## config.mk

```make
export PLATFORM = sky130hd
export DESIGN_NAME = lps_sequencer
export DESIGN_NICKNAME = d
export VERILOG_FILES = /design/src/shared/lps_pkg.sv /design/src/lps_sequencer.sv /design/src/lps_sync_clock.sv
export SDC_FILE = /design/constraint.sdc
export NUM_CORES = 1
export LEC_CHECK = 0
export BUFFER_PORTS_ARGS = -buffer_cell sky130_fd_sc_hd__clkbuf_2
export CAP_MARGIN = 20
export CORE_MARGIN = 2
export CORE_UTILIZATION = 38
export DETAILED_ROUTE_END_ITERATION = 12
export GPL_TIMING_DRIVEN = 0
export HOLD_SLACK_MARGIN = 0.02
export PLACE_DENSITY = 0.58
export SYNTH_ARGS = -nofsm -noshare
export SYNTH_HDL_FRONTEND = slang
export SYNTH_HIERARCHICAL = 1
export SYNTH_SLANG_ARGS = --single-unit
```

## constraint.sdc

```tcl
create_clock -name clk -period 3.3 [get_ports clk]
set_input_delay 0.66 -clock clk [delete_from_list [all_inputs] [get_ports clk]]
set_output_delay 0.66 -clock clk [all_outputs]
set_load 0.02 [all_outputs]
```

## src/shared/lps_pkg.sv

```systemverilog
// lps_pkg: constants, state encodings and carrier structs of the led power-up sequencer.
// assumes a single 250 MHz system clock; analog comparators arrive as async levels.
package lps_pkg;

  // ----------------------------------------------------------------
  // clock and sizes
  // ----------------------------------------------------------------
  localparam int CLK_MHZ = 250;
  localparam int NUM_CH  = 4;
  localparam int CNT_W   = 16;
  localparam int GAP_W   = 10;
  localparam int LOW_W   = 11;
  localparam int DIV_W   = 8;

  // ----------------------------------------------------------------
  // timing, ns times in ns then in cycles; switching-cycle counts and the divider as they are
  // ----------------------------------------------------------------
  localparam int MIN_HIGH_NS = 750;
  localparam logic [CNT_W-1:0] MIN_HIGH_CYC = CNT_W'((MIN_HIGH_NS * CLK_MHZ + 999) / 1000);
  localparam int PIN_LOW_NS = 7000;
  localparam logic [LOW_W-1:0] PIN_LOW_CYC = LOW_W'((PIN_LOW_NS * CLK_MHZ) / 1000);
  // sync edges further apart than this mean the external clock is gone
  localparam int SYNC_GAP_NS = 2000;
  localparam logic [GAP_W-1:0] SYNC_GAP_CYC = GAP_W'((SYNC_GAP_NS * CLK_MHZ) / 1000);
  // detect delay in switching cycles, inside the 3000..4000 window
  localparam logic [CNT_W-1:0] DETECT_TICKS = 16'h0DAC;
  // enable-low time to shutdown, in switching cycles
  localparam int EN_LOW_TICKS = 32750;
  // internal resistor-set oscillator divider, 2 MHz at 250 MHz
  localparam int OSC_DIV = 125;

  // ----------------------------------------------------------------
  // states
  // ----------------------------------------------------------------
  typedef enum logic [3:0] {
    ST_IDLE, ST_QUALIFY, ST_GATE_WAIT, ST_DETECT_ARM, ST_DETECT_DELAY,
    ST_SHORT_HOLD, ST_SOFTSTART, ST_RUN, ST_PIN_OFF
  } lps_state_e;

  // ----------------------------------------------------------------
  // carriers
  // ----------------------------------------------------------------
  typedef struct packed {
    logic              enable;
    logic              lockoutOk;
    logic              gateReady;
    logic              sinkVoltsOk;
    logic [NUM_CH-1:0] ledAbove;
    logic [NUM_CH-1:0] ledShort;
    logic [NUM_CH-1:0] ledInUse;
  } lps_sense_s;

  typedef struct packed {
    logic              switchEnable;
    logic              switchTick;
    logic              gateDrive;
    logic [NUM_CH-1:0] sinkEnable;
    logic              softstartSinkCurrent;
    logic              softstartSwitchLimit;
    logic              fullSwitchLimit;
    logic              shutdown;
  } lps_ctrl_s;

  typedef struct packed {
    logic             s1;
    logic             s2;
    logic             s3;
    logic [GAP_W-1:0] gap;
    logic [LOW_W-1:0] lowCnt;
    logic [DIV_W-1:0] div;
    logic             ext;
    logic             heldLow;
    logic             high;
    logic             tick;
  } lps_sync_s;

endpackage

```

## src/lps_sequencer.sv

```systemverilog
// lps_sequencer: start-up and clocking sequencer of a four-channel led backlight driver.
// assumes comparator levels arrive asynchronously; analog regulation lives outside.
//
// Overview of operation
// - start only after enable high for min time with supply above lockout level
// - never power up while the frequency-set/sync pin is held low
// - run a system fault check before any led sink is enabled
// - drive disconnect gate first; start led detect when gate reaches its level
// - after pin exceeds detect level, wait 3000..4000 switching cycles before deciding
// - classify pins: shorted halts start-up, unused removed, in use kept
// - hold off soft start while shorted; recheck the pin after release
// - an unused channel never drives a sink nor joins the loop
// - soft start uses soft-start sink current and reduced switch limit
// - on enough sink voltage go to regulation current and full limit
// - a sync pin shorted low during operation shuts the device down
// - attempt power-up only with pin released high or sync clock detected
// - on sync loss fall back to the resistor-set frequency
// - switching may halt at most about 7 us during changeover
// - sync pin low longer than 7 us enters shutdown
// - in that shutdown stop switching, open disconnect switch, sinks off
// - pin released after that low period resumes into soft start; before the channel check is done it returns to idle instead
// - enable low for 32750 switching cycles shuts the device down
`timescale 1ns/10ps
`default_nettype none

module lps_sequencer #(
  parameter int EnLowTicks = lps_pkg::EN_LOW_TICKS,
  parameter int OscDiv     = lps_pkg::OSC_DIV
) (
  // clock and reset
  input  wire logic               clk,
  input  wire logic               rst_n,
  // pads and comparators, asynchronous
  input  wire lps_pkg::lps_sense_s senseIn,
  input  wire logic               freqSetSyncPin,
  // power stage control
  output var  lps_pkg::lps_ctrl_s ctrlOut,
  // status
  output var  logic [lps_pkg::NUM_CH-1:0] chanUsed,
  output var  logic               useExternalClock
);

  localparam int NUM_CH = lps_pkg::NUM_CH;
  localparam int CNT_W  = lps_pkg::CNT_W;

  typedef struct packed {
    lps_pkg::lps_state_e st;
    logic [CNT_W-1:0]    cnt;
    logic [CNT_W-1:0]    enLow;
    logic [NUM_CH-1:0]   used;
    logic                checked;
    logic                extSeen;
    lps_pkg::lps_sense_s meta;
    lps_pkg::lps_sense_s sense;
    lps_pkg::lps_ctrl_s  out;
  } lps_seq_s;

  lps_seq_s q;
  lps_seq_s d;

  logic tick;
  logic extActive;
  logic pinHigh;
  logic pinHeldLow;

  // ----------------------------------------------------------------
  // sync pin watcher and switching clock
  // ----------------------------------------------------------------
  lps_sync_clock #(
    .OscDiv (OscDiv)
  ) u_sync (
    .clk            (clk),
    .rst_n          (rst_n),
    .freqSetSyncPin (freqSetSyncPin),
    .switchTick     (tick),
    .extActive      (extActive),
    .pinHigh        (pinHigh),
    .pinHeldLow     (pinHeldLow)
  );

  // ----------------------------------------------------------------
  // helpers
  // ----------------------------------------------------------------
  logic en;
  logic lockOk;
  logic pinOk;
  logic detectDone;
  logic enLowDone;

  always_comb begin
    en         = q.sense.enable;
    lockOk     = q.sense.lockoutOk;
    // released pin or a detected sync clock lets start-up go on
    pinOk      = pinHigh || extActive;
    detectDone = tick && (q.cnt == lps_pkg::DETECT_TICKS - 1'b1);
    enLowDone  = tick && (q.enLow == CNT_W'(EnLowTicks - 1));
  end

  // ----------------------------------------------------------------
  // sequencer
  // ----------------------------------------------------------------
  always_comb begin
    d = q;
    d.meta  = senseIn;
    d.sense = q.meta;
    d.extSeen = extActive;

    // enable-low timeout runs in switching cycles while powered
    if (en || q.st == lps_pkg::ST_IDLE) begin
      d.enLow = '0;
    end else if (tick) begin
      d.enLow = q.enLow + 1'b1;
    end

    case (q.st)
      lps_pkg::ST_IDLE: begin
        d.cnt = '0;
        if (en && lockOk && pinOk) begin
          d.st = lps_pkg::ST_QUALIFY;
        end
      end
      lps_pkg::ST_QUALIFY: begin
        // first high pulse must last its minimum width
        if (!(en && lockOk && pinOk)) begin
          d.st = lps_pkg::ST_IDLE;
        end else if (q.cnt == lps_pkg::MIN_HIGH_CYC - 1'b1) begin
          d.st  = lps_pkg::ST_GATE_WAIT;
          d.cnt = '0;
        end else begin
          d.cnt = q.cnt + 1'b1;
        end
      end
      lps_pkg::ST_GATE_WAIT: begin
        if (q.sense.gateReady) begin
          d.st = lps_pkg::ST_DETECT_ARM;
        end
      end
      lps_pkg::ST_DETECT_ARM: begin
        d.cnt = '0;
        if (|q.sense.ledAbove) begin
          d.st = lps_pkg::ST_DETECT_DELAY;
        end
      end
      lps_pkg::ST_DETECT_DELAY: begin
        // counts switching cycles, so detect time scales with frequency
        if (detectDone) begin
          d.cnt = '0;
          if (|q.sense.ledShort) begin
            d.st = lps_pkg::ST_SHORT_HOLD;
          end else begin
            d.used    = q.sense.ledInUse;
            d.checked = 1'b1;
            d.st      = lps_pkg::ST_SOFTSTART;
          end
        end else if (tick) begin
          d.cnt = q.cnt + 1'b1;
        end
      end
      lps_pkg::ST_SHORT_HOLD: begin
        // a released pin goes through the full detect delay again
        d.cnt = '0;
        if (!(|q.sense.ledShort)) begin
          d.st = lps_pkg::ST_DETECT_DELAY;
        end
      end
      lps_pkg::ST_SOFTSTART: begin
        if (q.sense.sinkVoltsOk) begin
          d.st = lps_pkg::ST_RUN;
        end
      end
      lps_pkg::ST_RUN: begin
        d.st = lps_pkg::ST_RUN;
      end
      lps_pkg::ST_PIN_OFF: begin
        // a finished check is kept, so release resumes in soft start
        if (!pinHeldLow && pinOk) begin
          d.st = q.checked ? lps_pkg::ST_SOFTSTART : lps_pkg::ST_IDLE;
        end
      end
      default: begin
        d.st = lps_pkg::ST_IDLE;
      end
    endcase

    // shutdown causes override the step above
    if (q.st != lps_pkg::ST_IDLE) begin
      if (enLowDone || !lockOk) begin
        d.st      = lps_pkg::ST_IDLE;
        d.checked = 1'b0;
        d.used    = '0;
      end else if (pinHeldLow && q.st != lps_pkg::ST_PIN_OFF) begin
        d.st = lps_pkg::ST_PIN_OFF;
      end
    end

    // outputs follow the next state so they leave straight from flops
    d.out = '0;
    d.out.shutdown = (d.st == lps_pkg::ST_IDLE) || (d.st == lps_pkg::ST_PIN_OFF);
    d.out.gateDrive = !d.out.shutdown && (d.st != lps_pkg::ST_QUALIFY);
    if (d.st == lps_pkg::ST_SOFTSTART || d.st == lps_pkg::ST_RUN) begin
      // enable low dims: sinks and switching stop, state is kept
      d.out.sinkEnable   = d.used & {NUM_CH{d.sense.enable}};
      d.out.switchEnable = d.sense.enable;
      d.out.switchTick   = d.sense.enable && tick;
      d.out.softstartSinkCurrent = (d.st == lps_pkg::ST_SOFTSTART);
      d.out.softstartSwitchLimit = (d.st == lps_pkg::ST_SOFTSTART);
      d.out.fullSwitchLimit      = (d.st == lps_pkg::ST_RUN);
    end
  end

  // ----------------------------------------------------------------
  // state register
  // ----------------------------------------------------------------
  always_ff @(posedge clk or negedge rst_n) begin
    if (!rst_n) begin
      q <= '{st: lps_pkg::ST_IDLE, default: '0};
    end else begin
      q <= d;
    end
  end

  assign ctrlOut          = q.out;
  assign chanUsed         = q.used;
  assign useExternalClock = q.extSeen;
endmodule // lps_sequencer

`default_nettype wire

```

## src/lps_sync_clock.sv

```systemverilog
// lps_sync_clock: watches the frequency-set/sync pin, picks the switching clock.
// assumes the pin is a digital sample of the pad, asynchronous to clk.
`timescale 1ns/10ps
`default_nettype none

module lps_sync_clock #(
  parameter int OscDiv = lps_pkg::OSC_DIV
) (
  // clock and reset
  input  wire logic clk,
  input  wire logic rst_n,
  // pad
  input  wire logic freqSetSyncPin,
  // status toward the sequencer
  output var  logic switchTick,
  output var  logic extActive,
  output var  logic pinHigh,
  output var  logic pinHeldLow
);

  localparam int DIV_W = lps_pkg::DIV_W;

  lps_pkg::lps_sync_s q;
  lps_pkg::lps_sync_s d;
  logic rise;
  logic intTick;

  // ----------------------------------------------------------------
  // next state
  // ----------------------------------------------------------------
  always_comb begin
    d = q;
    d.s1 = freqSetSyncPin;
    d.s2 = q.s1;
    d.s3 = q.s2;
    rise = q.s2 & ~q.s3;
    if (rise) begin
      d.gap = '0;
    end else if (q.gap != lps_pkg::SYNC_GAP_CYC) begin
      d.gap = q.gap + 1'b1;
    end
    // two edges inside the gap lock on; a missing edge drops back
    if (rise && q.gap < lps_pkg::SYNC_GAP_CYC) begin
      d.ext = 1'b1;
    end else if (d.gap == lps_pkg::SYNC_GAP_CYC) begin
      d.ext = 1'b0;
    end
    // divider restarts on loss so the halt is gap plus one period
    intTick = !q.ext && (q.div == DIV_W'(OscDiv - 1));
    if (q.ext || intTick) begin
      d.div = '0;
    end else begin
      d.div = q.div + 1'b1;
    end
    d.tick = q.ext ? rise : intTick;
    if (q.s2) begin
      d.lowCnt = '0;
    end else if (q.lowCnt != lps_pkg::PIN_LOW_CYC) begin
      d.lowCnt = q.lowCnt + 1'b1;
    end
    d.heldLow = (d.lowCnt == lps_pkg::PIN_LOW_CYC);
    d.high = q.s2;
  end

  // ----------------------------------------------------------------
  // state register
  // ----------------------------------------------------------------
  always_ff @(posedge clk or negedge rst_n) begin
    if (!rst_n) begin
      // synchroniser rests at the released pad level, so no false edge follows reset
      q <= '{gap: lps_pkg::SYNC_GAP_CYC, s1: 1'b1, s2: 1'b1, s3: 1'b1, default: '0};
    end else begin
      q <= d;
    end
  end

  assign switchTick = q.tick;
  assign extActive  = q.ext;
  assign pinHigh    = q.high;
  assign pinHeldLow = q.heldLow;

  localparam int FallbackMax = 200;
endmodule // lps_sync_clock

`default_nettype wire

```

==> impl_results.html <==
<table>
<tr><th>Metric</th><th>Value</th></tr>
<tr><th colspan="2">Power and ir drop</th></tr>
<tr><td>Maximum vdd ir drop</td><td>0.000381 V</td></tr>
<tr><td>Fraction of power consumed by combinational cells</td><td>0.064</td></tr>
<tr><td>Sw power</td><td>approximately 0.00091 W</td></tr>
<tr><td>Final Total Pwr</td><td>roughly 0.0036 W</td></tr>
<tr><td>Proportion of power drawn by the clock network</td><td>0.498</td></tr>
<tr><td>Internal power summed over all cells</td><td>0.00267 W</td></tr>
<tr><td>Pwr Density</td><td>539 nW/um^2</td></tr>
<tr><td>Switching power share of the total</td><td>0.254</td></tr>
<tr><td>Power share of the sequential group</td><td>0.438</td></tr>
<tr><td>Leakage component of the power</td><td>about 2.8 nW</td></tr>
<tr><th colspan="2">Logic synthesis</th></tr>
<tr><td>Dominant cell type by area after synthesis</td><td>dfrtp_1</td></tr>
<tr><td>Yosys top cell area share</td><td>0.496</td></tr>
<tr><td>EDFF count, synth</td><td>0</td></tr>
<tr><td>Count of synthesis-stage warnings from yosys</td><td>6</td></tr>
<tr><td>Netlist area before placement</td><td>between 5000 and 6000 sq um</td></tr>
<tr><td>Sequential fraction of the synthesis area</td><td>0.538</td></tr>
<tr><td>Number of distinct library cell variants in the gate-level netlist after synthesis</td><td>63</td></tr>
<tr><td>Main area contributors after synthesis</td><td>dfrtp_1, nor2_1, dfstp_2, xor2_1, xnor2_1</td></tr>
<tr><td>Proportion of register bits with asynchronous set or reset after synthesis</td><td>1.00</td></tr>
<tr><td>Number of flip-flops and latches in the synthesized netlist</td><td>between 100 and 150</td></tr>
<tr><td>Net count of the mapped netlist</td><td>566</td></tr>
<tr><td>Top flip-flop cell by instance count after synthesis</td><td>dfrtp_1</td></tr>
<tr><td>Post-Syn Area per Cell</td><td>around 10 sq um</td></tr>
<tr><td>Post-synthesis cell count</td><td>between 500 and 600</td></tr>
<tr><th colspan="2">Final layout</th></tr>
<tr><td>Diode count</td><td>0</td></tr>
<tr><td>Util after Layout</td><td>0.458</td></tr>
<tr><td>Commonest non-fill, non-tap cells in the layout</td><td>dfrtp_1, nor2_1, nand3_1, clkbuf_2, nand2_1</td></tr>
<tr><td>NumNets Final</td><td>roughly 620</td></tr>
<tr><td>Number of fillers in the final layout</td><td>1337</td></tr>
<tr><td>Non-Filler Instances</td><td>790</td></tr>
<tr><td>Leading cell type in the layout, fill and taps excluded</td><td>dfrtp_1</td></tr>
<tr><td>Fraction of final layout cells sized beyond drive strength 1</td><td>0.196</td></tr>
<tr><td>Area added between synthesis and finish</td><td>18.3%</td></tr>
<tr><td>Sequential cell area</td><td>3010 sq um</td></tr>
<tr><td>Combined area of the multi-input logic cells</td><td>2310 sq um</td></tr>
<tr><th colspan="2">Run</th></tr>
<tr><td>Max-cap violations</td><td>0</td></tr>
<tr><th colspan="2">Place</th></tr>
<tr><td>I/O Buffers</td><td>34</td></tr>
<tr><td>Post-placement cell count</td><td>~760</td></tr>
<tr><td>Final weighted congestion in routability-driven placement</td><td>roughly 0.84</td></tr>
<tr><td>Detail Placement HPWL</td><td>~7700 um</td></tr>
<tr><th colspan="2">Timing</th></tr>
<tr><td>Setup repair after global routing missed its margin</td><td>no</td></tr>
<tr><td>Hold Worst Slack</td><td>0.180 ns</td></tr>
<tr><td>Number of max-slew violations in the final report</td><td>0</td></tr>
<tr><td>Worst slew slack as a fraction of its limit</td><td>0.278</td></tr>
<tr><td>Final count of negative-setup-slack endpoints</td><td>0</td></tr>
<tr><td>Post-route clock skew</td><td>between 0.009 and 0.01 ns</td></tr>
<tr><td>FMAX</td><td>0.391 GHz</td></tr>
<tr><td>Final setup TNS</td><td>0 ns</td></tr>
<tr><td>Final worst path period need</td><td>approximately 2.6 ns</td></tr>
<tr><td>Final hold vios</td><td>0</td></tr>
<tr><td>Slew at the pin with the worst max-slew slack</td><td>~1.1 ns</td></tr>
<tr><td>Share of the cycle needed by the critical path after routing</td><td>0.776</td></tr>
<tr><th colspan="2">Routing</th></tr>
<tr><td>DRC violation count after routing</td><td>0</td></tr>
<tr><td>Vias per cell</td><td>5.24</td></tr>
<tr><td>Wire length reported by the detailed router</td><td>11200 um</td></tr>
<tr><td>Post-route ant nets</td><td>0</td></tr>
<tr><td>Initial DRC count</td><td>between 200 and 300</td></tr>
<tr><td>Number of optimization iterations in the first detailed-route pass</td><td>5</td></tr>
<tr><td>Detail-routed net length per standard cell</td><td>between 10 and 15 um</td></tr>
<tr><td>Count of vias placed by the detailed router</td><td>around 4100</td></tr>
<tr><th colspan="2">Critical path</th></tr>
<tr><td>Flop2flop setup slack</td><td>about 0.74 ns</td></tr>
<tr><td>Crit start category</td><td>register</td></tr>
<tr><td>Crit path DAT</td><td>about 2.9 ns</td></tr>
<tr><td>Largest fanout on the critical path</td><td>10</td></tr>
<tr><td>Endpoint type of the worst setup path</td><td>register</td></tr>
<tr><td>Cell with the largest stage delay on the worst path</td><td>a211oi_1</td></tr>
<tr><td>Cell breakdown of the critical path</td><td>buf_2 -&gt; nor3b_1 -&gt; a211oi_1 -&gt; nand2_1 -&gt; o21bai_1 -&gt; o32ai_1</td></tr>
<tr><td>Slowest stage delay, CP</td><td>roughly 0.64 ns</td></tr>
<tr><td>Worst Setup Path Type</td><td>reg -&gt; reg</td></tr>
<tr><td>Critical path data required time</td><td>between 3 and 4 ns</td></tr>
<tr><th colspan="2">Clock network</th></tr>
<tr><td>Library cell used as clock root buffer</td><td>clkbuf_16</td></tr>
<tr><td>Post-CTS setup buffer count</td><td>0</td></tr>
<tr><td>Clock tree buffer depth</td><td>2</td></tr>
<tr><td>Quantity of gates resized following cts</td><td>0</td></tr>
<tr><td>Clock slew at the register clock pins of the worst setup and hold paths</td><td>~0.060 ns</td></tr>
<tr><td>Clock insertion delay at the later pin of the skew report</td><td>between 0.4 and 0.5 ns</td></tr>
<tr><td>H-tree depth</td><td>4</td></tr>
<tr><td>CTS Buf Count</td><td>17</td></tr>
<tr><td>Clock tree from TritonCTS</td><td>yes</td></tr>
<tr><td>Number of clock sinks seen by CTS</td><td>120</td></tr>
<tr><td>Hold buffer count at CTS</td><td>0</td></tr>
<tr><th colspan="2">Global routing</th></tr>
<tr><td>Vias in the first global route</td><td>4199</td></tr>
<tr><td>Number of antenna violations at the first check in global routing</td><td>0</td></tr>
<tr><td>First-pass GRT wire length</td><td>roughly 20000 um</td></tr>
<tr><td>Final global-route overflow total</td><td>0</td></tr>
<tr><td>Total global routing track utilization</td><td>0.153</td></tr>
<tr><td>Maximum number of pins on one net before global-route repair</td><td>81</td></tr>
<tr><th colspan="2">Die</th></tr>
<tr><td>Die boundary height</td><td>125 um</td></tr>
<tr><td>Initial Utilization</td><td>0.387</td></tr>
<tr><td>Die Wd</td><td>approximately 130 um</td></tr>
<tr><td>FP Rows</td><td>44</td></tr>
<tr><td>Overall die area</td><td>about 16000 sq um</td></tr>
<tr><td>Core ar.</td><td>around 14000 sq um</td></tr>
<tr><td>Top Ports</td><td>35</td></tr>
<tr><th colspan="2">Status</th></tr>
<tr><td>Status</td><td>finished, final reports clean</td></tr>
<tr><th colspan="2">Worst hold path</th></tr>
<tr><td>Min-delay worst type</td><td>in -&gt; async</td></tr>
</table>
-- sequential cells by signal, indices dropped and copies added, names as in the netlist, 2 cells and up --
| register | cells |
|---|---|
| chanUsed | 4 |
| ctrlOut | 10 |
| d | 16 |
| q | 51 |
| u_sync/d | 2 |
| u_sync/q | 30 |
-- logic make-up (layout without fill, tap and decap cells) --
logic type / count (synthesis) / in the layout / share of synthesized area
AO/OA/AOI/OAI: 77 / 77 / 0.0942
XOR/XNOR: 41 / 41 / 0.0641
adder cells (fa/ha/maj): 9 / 9 / 0.0201
buffers and inverters: 57 / 125 / 0.0504
flip-flops: 120 / 120 / 0.538
multiplexers: 5 / 5 / 0.00893
AND/OR/NAND/NOR: 229 / 229 / 0.225
-- synth_stat cells, types with 7 or more instances --
cell	number
dfrtp_1	111
nor2_1	66
nand3_1	34
nand2_1	28
xor2_1	21
inv_1	20
xnor2_1	20
nor3_1	19
a21oi_1	16
buf_4	16
o21ai_0	15
clkbuf_1	14
nand4_1	14
dfstp_2	9
ha_1	9
nor4_1	9
and3_1	8
or3_1	8
buf_2	7
-- area by class of cell --
type                    count  share of cell area
clock inverters            15              0.0236
clock buffers              17              0.0642
repair buffers             36              0.0319
well taps                 184              0.0347
multi-input cells         361               0.348
plain buffers              37              0.0313
flip-flops and latches    120               0.455
inverters                  20              0.0113
-- worst paths after layout --
kind	from	cells after the start	endpoint
hold reg to reg	d[19]$_DFF_PN0_	0	q[19]$_DFF_PN0_
setup reg to reg	q[81]$_DFF_PN0_	6	q[67]$_DFFE_PN0P_
max in group asynchronous	rst_n	2	u_sync/q[33]$_DFF_PN1_
hold / removal	rst_n	1	q[60]$_DFFE_PN0P_
min in group clk	freqSetSyncPin	1	u_sync/d[34]$_DFF_PN1_
setup / recovery	q[81]$_DFF_PN0_	6	q[67]$_DFFE_PN0P_
-- through the flow --
stage	setup slack [ns]	cell area [sq um]
6_report	0.739	6630
3_5_place_dp	0.728	6040
2_1_floorplan	1.22	5610
4_1_cts	0.734	6620
5_1_grt	0.533	6630
3_3_place_gp	-0.267	6010
-- power groups by stage --
stage | Combinational, W | Clock (W) | Sequential, W
after floorplan | 0.000143 | 0 | 0.00158
after global placement | 0.000216 | 0 | 0.00159
after detailed placement | 0.000229 | 0 | 0.00159
after CTS | 0.000230 | 0.00183 | 0.00156
after global routing | 0.000260 | 0.00191 | 0.00157
final | 0.000228 | 0.00178 | 0.00157
-- worst max-delay path, delay by kind of cell, from the launching register on --
family                 cells  cell delay, ns
buffers and inverters      1            0.19
and+or+nand+nor            2            0.54
DFF                        1            0.40
AOI/OAI and AO/OA          3            1.32
-- layer usage --
metal	share of wire	up-vias	global-route usage
met1	0.47	2038	0.204
met2	0.49	79	0.242
li1	-	2013	-
met4	0.0065	0	0.0510
met3	0.035	6	0.0424
met5	0	-	0
(Power assumes the default switching activity.)
